File: src/pkg/vendor_status_pkg.sv
package vendor_status_pkg;

  localparam logic [7:0] cmd_vendor_fault_status = 8'h80;
  localparam logic [7:0] page_chan_a             = 8'h00;
  localparam logic [7:0] page_chan_b             = 8'h01;
  localparam logic [7:0] page_all                = 8'hFF;

  localparam int bit_power_stage_fault = 7;
  localparam int bit_sense_pin_open    = 6;
  localparam int bit_phase_clamp       = 5;
  localparam int bit_temp_sense_level  = 4;
  localparam int bit_voltage_code_rst  = 3;
  localparam int bit_share_fault       = 0;

  // writable, latched bits; 2 and 1 stay reserved
  localparam logic [7:0] mask_chan_a  = 8'hF9;
  localparam logic [7:0] mask_chan_b  = 8'hF1;
  localparam logic [7:0] reset_status = 8'h00;

  localparam int          phase_count = 6;
  localparam logic [3:0]  max_phases  = 4'h6;
  localparam logic [2:0]  share_cycles = 3'h7;

  typedef struct packed {
    logic       power_stage_fault;
    logic       sense_pin_open;
    logic       temp_sense_high;
    logic       voltage_code_reset;
    logic       imbalance_tick;
    logic [5:0] imbalance;
  } chan_events_s;

endpackage

File: src/share_fault_detect.sv
`timescale 1ns/1ps
module share_fault_detect
  import vendor_status_pkg::*;
(
  input  wire logic                   clk_sys,
  input  wire logic                   reset,
  input  wire logic                   tick,
  input  wire logic [phase_count-1:0] imbalance,
  output logic                        fault,
  output logic [phase_count-1:0]      readback
);

  typedef struct packed {
    logic [2:0]             run;
    logic                   fault;
    logic [phase_count-1:0] readback;
  } state_s;

  state_s state;
  state_s next_state;

  always_comb begin
    next_state       = state;
    next_state.fault = 1'b0;
    if (tick) begin
      next_state.readback = imbalance;
      if (imbalance == '0) begin
        next_state.run = 3'h0;
      end else if (state.run >= share_cycles - 3'h1) begin
        // seven consecutive detection cycles with any phase imbalanced;
        // saturate rather than wrap, so a lasting imbalance keeps firing
        next_state.run   = share_cycles;
        next_state.fault = 1'b1;
      end else begin
        next_state.run = state.run + 3'h1;
      end
    end
  end

  always_ff @(posedge clk_sys) begin
    if (reset) begin
      state <= '0;
    end else begin
      state <= next_state;
    end
  end

  assign fault    = state.fault;
  assign readback = state.readback;

endmodule // share_fault_detect

File: src/vendor_fault_status.sv
`timescale 1ns/1ps
// Overview of operation
// - a read of command 80h returns one byte of vendor fault flags.
// - served only through read-byte and write-byte transactions.
// - page 00h selects channel A, page 01h selects channel B.
// - page FFh reads return the channel A contents.
// - bit 7 latches on a power-stage fault report.
// - bit 6 latches when the output sense pin was open at power-up.
// - phase count above hardware maximum sets bit 5 and is clamped.
// - bit 4 latches when temperature sense is 150 mV or more pre-start.
// - bit 3 marks a voltage-code reset, channel A only.
// - bit 0 sets after seven consecutive imbalance detection cycles.
// - per-phase imbalance is readable in a separate register.
// - writing one to a supported bit clears that flag.
module vendor_fault_status
  import vendor_status_pkg::*;
(
  input  wire logic         clk_sys,
  input  wire logic         reset,
  input  wire logic [7:0]   page,
  input  wire logic [7:0]   command,
  input  wire logic         read_byte,
  input  wire logic         write_byte,
  input  wire logic [7:0]   write_data,
  output logic [7:0]        read_data,
  output logic              read_valid,
  input  wire chan_events_s events_a,
  input  wire chan_events_s events_b,
  input  wire logic [3:0]   phases_req_a,
  input  wire logic [3:0]   phases_req_b,
  output logic [3:0]        phases_op_a,
  output logic [3:0]        phases_op_b,
  output logic [5:0]        imbalance_readback_a,
  output logic [5:0]        imbalance_readback_b
);

  typedef struct packed {
    logic [7:0] status_a;
    logic [7:0] status_b;
    logic [7:0] read_data;
    logic       read_valid;
    logic [3:0] phases_a;
    logic [3:0] phases_b;
  } state_s;

  state_s state;
  state_s next_state;

  logic       share_a;
  logic       share_b;
  logic [7:0] set_a;
  logic [7:0] set_b;
  logic [7:0] clr_a;
  logic [7:0] clr_b;
  logic       hit;
  logic       clamp_a;
  logic       clamp_b;
  logic       rd_hit;
  logic       wr_hit;
  logic       sel_a;
  logic       sel_b;
  logic       page_known;
  logic [7:0] read_mux;
  logic [7:0] next_status_a;
  logic [7:0] next_status_b;
  logic [3:0] next_phases_a;
  logic [3:0] next_phases_b;

  chan_events_s           chan_events [2];
  logic [1:0]             share;
  logic [phase_count-1:0] chan_readback [2];

  assign chan_events[0] = events_a;
  assign chan_events[1] = events_b;

  // one imbalance run counter per channel
  for (genvar ch = 0; ch < 2; ch++) begin : g_share
    share_fault_detect u_share (
      .clk_sys   (clk_sys),
      .reset     (reset),
      .tick      (chan_events[ch].imbalance_tick),
      .imbalance (chan_events[ch].imbalance),
      .fault     (share[ch]),
      .readback  (chan_readback[ch])
    );
  end

  assign share_a              = share[0];
  assign share_b              = share[1];
  assign imbalance_readback_a = chan_readback[0];
  assign imbalance_readback_b = chan_readback[1];

  // only byte transactions on this command are decoded
  assign hit        = (command == cmd_vendor_fault_status);
  assign rd_hit     = read_byte && hit;
  assign wr_hit     = write_byte && hit;
  assign clamp_a    = phases_req_a > max_phases;
  assign clamp_b    = phases_req_b > max_phases;

  // FFh page writes both channels, as for other paged status
  assign sel_a      = (page == page_chan_a) || (page == page_all);
  assign sel_b      = (page == page_chan_b) || (page == page_all);
  assign page_known = sel_a || sel_b;

  always_comb begin
    set_a = 8'h00;
    set_b = 8'h00;
    set_a[bit_power_stage_fault] = events_a.power_stage_fault;
    set_b[bit_power_stage_fault] = events_b.power_stage_fault;
    set_a[bit_sense_pin_open]    = events_a.sense_pin_open;
    set_b[bit_sense_pin_open]    = events_b.sense_pin_open;
    set_a[bit_phase_clamp]       = clamp_a;
    set_b[bit_phase_clamp]       = clamp_b;
    set_a[bit_temp_sense_level]  = events_a.temp_sense_high;
    set_b[bit_temp_sense_level]  = events_b.temp_sense_high;
    set_a[bit_voltage_code_rst]  = events_a.voltage_code_reset;
    set_a[bit_share_fault]       = share_a;
    set_b[bit_share_fault]       = share_b;
  end

  // a zero in the mask leaves its flag alone
  always_comb begin
    clr_a = 8'h00;
    clr_b = 8'h00;
    if (wr_hit && sel_a) begin
      clr_a = write_data;
    end
    if (wr_hit && sel_b) begin
      clr_b = write_data;
    end
  end

  // set wins over a clear in the same cycle, so a fault that is
  // still present is never lost to a host clear
  always_comb begin
    next_status_a = ((state.status_a & ~clr_a) | set_a)
                    & mask_chan_a;
    next_status_b = ((state.status_b & ~clr_b) | set_b)
                    & mask_chan_b;
  end

  // the clamp is applied every cycle, so its warning re-latches
  // for as long as the request stays above the hardware maximum
  always_comb begin
    next_phases_a = phases_req_a;
    next_phases_b = phases_req_b;
    if (clamp_a) begin
      next_phases_a = max_phases;
    end
    if (clamp_b) begin
      next_phases_b = max_phases;
    end
  end

  // unknown pages read as zero rather than alias a channel
  always_comb begin
    read_mux = 8'h00;
    if (page_known) begin
      unique case (page)
        page_chan_b: read_mux = state.status_b;
        page_chan_a: read_mux = state.status_a;
        page_all:    read_mux = state.status_a;
        default:     read_mux = 8'h00;
      endcase
    end
  end

  // read data holds until the next hit read
  always_comb begin
    next_state            = state;
    next_state.status_a   = next_status_a;
    next_state.status_b   = next_status_b;
    next_state.phases_a   = next_phases_a;
    next_state.phases_b   = next_phases_b;
    next_state.read_valid = rd_hit;
    if (rd_hit) begin
      next_state.read_data = read_mux;
    end
  end

  always_ff @(posedge clk_sys) begin
    if (reset) begin
      state.status_a   <= reset_status;
      state.status_b   <= reset_status;
      state.read_data  <= 8'h00;
      state.read_valid <= 1'b0;
      state.phases_a   <= 4'h0;
      state.phases_b   <= 4'h0;
    end else begin
      state <= next_state;
    end
  end

  assign read_data   = state.read_data;
  assign read_valid  = state.read_valid;
  assign phases_op_a = state.phases_a;
  assign phases_op_b = state.phases_b;

endmodule // vendor_fault_status

File: config.mk
export PLATFORM = sky130hd
export DESIGN_NAME = vendor_fault_status
export DESIGN_NICKNAME = d
export VERILOG_FILES = /design/src/pkg/vendor_status_pkg.sv /design/src/share_fault_detect.sv /design/src/vendor_fault_status.sv
export SDC_FILE = /design/constraint.sdc
export NUM_CORES = 1
export LEC_CHECK = 0
export BUFFER_PORTS_ARGS = -buffer_cell sky130_fd_sc_hd__clkbuf_2
export CAP_MARGIN = 20
export CORE_MARGIN = 4
export CORE_UTILIZATION = 25
export DETAILED_ROUTE_END_ITERATION = 16
export GPL_ROUTABILITY_DRIVEN = 1
export GPL_TIMING_DRIVEN = 0
export PLACE_DENSITY_LB_ADDON = 0.05
export REMOVE_ABC_BUFFERS = 1
export SETUP_SLACK_MARGIN = 0.1
export SKIP_LAST_GASP = 1
export SLEW_MARGIN = 25
export SYNTH_ARGS = -nofsm -noshare
export SYNTH_HDL_FRONTEND = slang
export SYNTH_SLANG_ARGS = --single-unit
File: constraint.sdc
create_clock -name clk_sys -period 2.2 [get_ports clk_sys]
set_clock_uncertainty 0.1 [all_clocks]
set_input_delay 0.44 -clock clk_sys [delete_from_list [all_inputs] [get_ports clk_sys]]
set_output_delay 0.44 -clock clk_sys [all_outputs]
set_load 0.1 [all_outputs]
==> impl_metrics.ini, run 1 <==
[detailed_routing]
first_iter_violations = 29
drc = 0
vias_per_cell = 4.388
drtPass1Iterations = 4
wl_per_cell_microns = 12.43
ant_nets = 0
routed_wl_microns = 4933
via_count = 1742

[sta]
finalHoldWorstSlack_ns = 0.2687
setup_slack_ns = 0.3771
hold_viol = 0
fmax_mhz = 548.6
tightest_slew_ns = 0.9436
min_period_ns = 1.823
fin_crit_sh_pct = 82.86
slew_headroom_pct = 36.61
slew_violations = 0
setup_violations = 0
rsz0062_at_grt = no

[grt]
antenna_found_initial = 0
grt_pass1_vias = 1662
grt_max_degree = 46
grt_usage_pct = 10.07
grt_overflow_total = 0
grt_pass1_wl_microns = 8031

[finish]
layout-drive-gt1-share_pct = 33.22
fin_area_sq_um = 2489
syn_to_final_growth_pct = 18.46
diodes = 0
nNetsFinal = 353

[die]
die_x_microns = 99.67
die_h_microns = 99.67
start_util_pct = 25.70
core_sq_um = 8175
rows = 33
die-area_sq_um = 9934
ios = 87

[clock_network]
ctsResizeCount = 0
cts.reportedPaths.clkPinSlew_ns = 0.08
cts_tree = built
cts-htree-levels = 2
numCtsBuffers = 5
postCtsHoldBufs = 0
worstSkewPairLatency_ns = 0.29
postCtsSetupBuffers = 0
numClockSinks = 46
root_buffer = clkbuf_8
clockBufferDepth = 2

[worst_setup_path]
crit_family = simple AND/OR/NAND/NOR gates
cpMaxStageDelayCell = or4_4
slowest_delay_ns = 0.57
crit_path_end = state[30]
startpoint = page[4]
path_cells = clkbuf_2 > or4_4 > nor3_4 > or2_1 > a311oi_1
crit_required_ns = 2.24
rr_endpoint = g_share[1].u_share.state[9]
rr_worst_depth = 6
cp-start-kind = input pin
r2r_slack_ns = 0.72
cp.buffers_inverters = 1
cp_num_cells = 5
critPathKind = input pin to flip-flop
worstPathMaxFanout = 8
r2r-start = g_share[1].u_share.state[7]
critPathArrivalTime_ns = 1.86
end_kind = flip-flop

[yosys]
synth_area_leaders = dfxtp_1 (44%), buf_4 (10%), nor2_1 (6.8%)
synth.distinct_cells = 39
synth_warnings = 0
synth_xor_area_share_pct = 0
synth_adder_area_share_pct = 1.787
synth_ff_type = dfxtp_1
ys_seq_area_share_pct = 43.84
synth_top_family_by_area = simple AND/OR/NAND/NOR gates
synth.most_common_cell = dfxtp_1
ys_ff_latch = 46
synthArstFlopShare_pct = 0
syn_area_sq_um = 2101
synth_edf_count = 0
synth-compound-area-share_pct = 15.37
synth.top_cells.by_count = dfxtp_1 (46), nor2_1 (38), buf_4 (28)
synthSimpleGateAreaFrac_pct = 20.19
synth_cells = 237
synth_area_leader_cell = dfxtp_1
synth_top_area_share_pct = 43.84
syn_area_per_cell_sq_um = 8.864
muxShareOfSynthArea_pct = 5.718

[place]
placed_area_sq_um = 2407
gp_congestion = 0.6867
hpwl_microns = 3690
port_buffers = 81
pre_cts_ws_ns = -0.1693

[power_and_ir_drop]
leakagePower_nw = 1.111
ir_drop_uv = 290.4
p_per_area_nw_per_um2 = 694.1

[hold_path]
min_path_type = input pin to flip-flop

[run_status]
outcome = completed

[flow_run]
drv_cap = 0
## metrics by stage
stage          power (mW)  cells  setup TNS, ns  utilization (%)
4_1_cts             1.765    397              0            30.38
6_report            1.727    397              0            30.44
3_5_place_dp        1.260    390        -0.9080            29.45
5_1_grt             1.816    397              0            30.44
3_3_place_gp        1.262    390        -0.9051            29.45
2_1_floorplan       1.146    204              0                -
## per-layer routing
metal / part of all wire [%] / vias to the layer above / routed length, microns / global-route usage (%)
met4: 1.2 / 0 / 61 / 3.466
li1: - / 898 / - / -
met1: 43 / 791 / 2127 / 12.15
met2: 48 / 46 / 2379 / 16.78
met3: 7.4 / 7 / 364 / 3.296
met5: 0 / - / 0 / 0
## logic make-up (layout without fill, tap and decap cells)
family	Yosys count	in the layout
AOI/OAI and AO/OA	44	44
muxes	12	12
adders and majority gates	3	3
buffers and inverters	44	96
DFF	46	46
and+or+nand+nor	87	87
other	1	4
## sequential cells by signal, indices dropped and copies added, names as in the netlist
name,flops
g_share.u_share.readback,12
state,11
g_share.u_share.state,6
read_data,6
phases_op_a,4
phases_op_b,4
g_share.u_share.fault,2
read_valid,1
## placed cells by master, fill, tap and decap left out, types with 6 or more instances in the layout
master	instances
clkbuf_2	80
mux2i_1	12
nor2_1	38
inv_1	7
a211oi_1	11
nor3_1	6
a21oi_1	13
dfxtp_1	46
nand2_1	15
## worst min-delay path by stage
| stage | startpoint | end | slack [ns] | cells after the start |
|---|---|---|---|---|
| 2_1_floorplan | state[28] | state[28] | 0.35 | 2 |
| 3_3_place_gp | read_data[3] | read_data[3] | 0.34 | 2 |
| 3_5_place_dp | read_data[6] | read_data[6] | 0.35 | 2 |
| 4_1_cts | phases_req_b[1] | phases_op_b[1] | 0.25 | 3 |
| 5_1_grt | events_a[7] | state[28] | 0.26 | 3 |
| 6_report | phases_req_b[1] | phases_op_b[1] | 0.27 | 3 |
## tightest hold or removal path: stages
cell      delay (ns)
clkbuf_2        0.09
nor2_1          0.03
nor2_1          0.07
## cell type report
class / instances / area (sq um)
Fill cell: 898 / 5687
Multi-Input combinational cell: 150 / 924.6
Sequential cell: 46 / 920.9
Timing Repair Buffer: 81 / 405.4
Tap cell: 105 / 131.4
Clock buffer: 7 / 76.32
Inverter: 8 / 30.03
## report_power, final
group | leakage, nW | internal [mW] | switching (mW)
Clock | 0.0383 | 0.219 | 0.271
Combinational | 0.694 | 0.0883 | 0.258
Sequential | 0.379 | 0.872 | 0.0189
Note: power is estimated with default switching activity, not from simulation.
==> run 2, diff against run 1 <==
clock period = 1.7 ns   (was 2.2 ns; I/O delays follow)
==> run 2 against run 1 <==
Effect of this change:
- core utilization increased by 1.3 points
- power increased by 30%
- die area unchanged
- critical path type unchanged
- clock power increased by 29%
- global-route usage increased by 0.15 points
- sequential share of layout area decreased by 1.6 points
- non-clock buffer count increased by 6
- sequential power increased by 29%
- cell count increased by 1.5%
==> impl_metrics.ini, run 2 (synthesized netlist as in run 1, its figures left out) <==
[power_and_ir_drop]
leakagePower_nw = 1.162
p_per_area_nw_per_um2 = 863.4
p_sw_uw = 712.9
power.total_mw = 2.243
combPwrFrac_pct = 20.3
cell_internal_pwr_mw = 1.530
power_frac_clock_pct = 28.2
seq_power_share_pct = 51.5
power.share.switching_pct = 31.79
ir_drop_uv = 375.6

[worst_setup_path]
cp-start-kind = input pin
end_kind = flip-flop
cpMaxStageDelayCell = or4_4
critPathKind = input pin to flip-flop
crit_path_frequent_cell = buf_6
critPathArrivalTime_ns = 1.71
worstPathMaxFanout = 4
crit_required_ns = 1.81
slowest_delay_ns = 0.57
path_cells = buf_6 > or4_4 > nor3_4 > buf_6 > o21ai_1 > a221oi_2

[place]
hpwl_microns = 3690
gp_congestion = 0.6867
pre_cts_ws_ns = -0.5693
port_buffers = 81
placed_area_sq_um = 2407

[clock_network]
clockBufferDepth = 2
postCtsHoldBufs = 0
numClockSinks = 46
cts-htree-levels = 2
worstSkewPairLatency_ns = 0.29
cts.reportedPaths.clkPinSlew_ns = 0.08
root_buffer = clkbuf_8
numCtsBuffers = 5
cts_tree = built

[detailed_routing]
wl_per_cell_microns = 12.41
drc = 0
drtPass1Iterations = 4
first_iter_violations = 19
vias_per_cell = 4.342
routed_wl_microns = 5003
ant_nets = 0
via_count = 1750

[sta]
fmax_mhz = 624.2
final.setup.tns_ns = 0
fin_crit_sh_pct = 94.25
hold_viol = 0
setup_violations = 0
tightest_slew_ns = 0.8996
setup_slack_ns = 0.09783
slew_violations = 0
min_period_ns = 1.602
slew_headroom_pct = 40.03
rsz0062_at_grt = yes

[finish]
nNetsFinal = 359
syn_to_final_growth_pct = 23.64
final_common_cell = clkbuf_2
diodes = 0
fin_util_pct = 31.77
largest_reg_flops = 12
layout-drive-gt1-share_pct = 36.91
fin_area_sq_um = 2597
final_cell_mix = clkbuf_2 (79), dfxtp_1 (46), nor2_1 (38)
num-fill-cells = 889

[run_status]
outcome = completed

[die]
die_x_microns = 99.67
rows = 33
core_sq_um = 8175
die-area_sq_um = 9934
ios = 87
start_util_pct = 25.70
die_h_microns = 99.67

[hold_path]
min_path_type = input pin to flip-flop

[flow_run]
drv_cap = 0

[grt]
grt_usage_pct = 10.22
grt_pass1_vias = 1699
antenna_found_initial = 0
grt_overflow_total = 0
grt_max_degree = 46
grt_pass1_wl_microns = 8121
[run 2: worst max-delay path, delay by kind of cell]
family / cells / cell delay (ns)
AO/OA/AOI/OAI: 2 / 0.29
buffers and inverters: 2 / 0.24
AND/OR/NAND/NOR: 2 / 0.83
[run 2: cell type report]
type	instances	area, sq um	area share (%)
Clock buffer	7	76.32	2.938
Tap cell	105	131.4	5.058
Multi-Input combinational cell	150	974.7	37.52
Timing Repair Buffer	87	464.2	17.87
Inverter	8	30.03	1.156
Sequential cell	46	920.9	35.45
[run 2: path summary, 6_finish.rpt]
path	to	slack, ns	cells after the start	start
max	read_data[4]	0.1	6	page[4]
min	phases_op_b[1]	0.17	3	phases_req_b[1]
max reg2reg	g_share[1].u_share.state[9]	0.35	6	g_share[1].u_share.state[7]
min reg2reg	read_data[6]	0.36	2	read_data[6]
[run 2: timing repair]
| action | CTS | global route |
|---|---|---|
| pin swaps | 6 | 6 |
| setup endpoints to repair | 13 | 20 |
| resized for setup | 5 | 10 |
| cloned | 0 | 0 |
| buffers inserted | 6 | 0 |
[run 2: power groups by stage]
stage | Combinational, mW | Clock, mW | Sequential, mW
4_1_cts | 0.456 | 0.678 | 1.15
6_report | 0.455 | 0.633 | 1.15
5_1_grt | 0.488 | 0.710 | 1.16
3_3_place_gp | 0.453 | 0 | 1.18
3_5_place_dp | 0.452 | 0 | 1.18
2_1_floorplan | 0.107 | 0 | 1.38
[run 2: through the flow]
stage / hold slack [ns] / std cells
final: 0.1687 / 403
after global routing: 0.1655 / 403
after detailed placement: 0.3510 / 390
after CTS: 0.1508 / 403
after floorplan: 0.3062 / 204
after global placement: 0.3448 / 390
[run 2: layer usage]
metal / share of wire [%] / vias to the layer above / global-route usage [%] / wire (microns)
met2: 49 / 43 / 17.50 / 2466
met4: 1.1 / 0 / 3.466 / 54
met5: 0 / - / 0 / 0
li1: - / 911 / - / -
met1: 43 / 791 / 11.99 / 2148
met3: 6.7 / 5 / 3.296 / 334
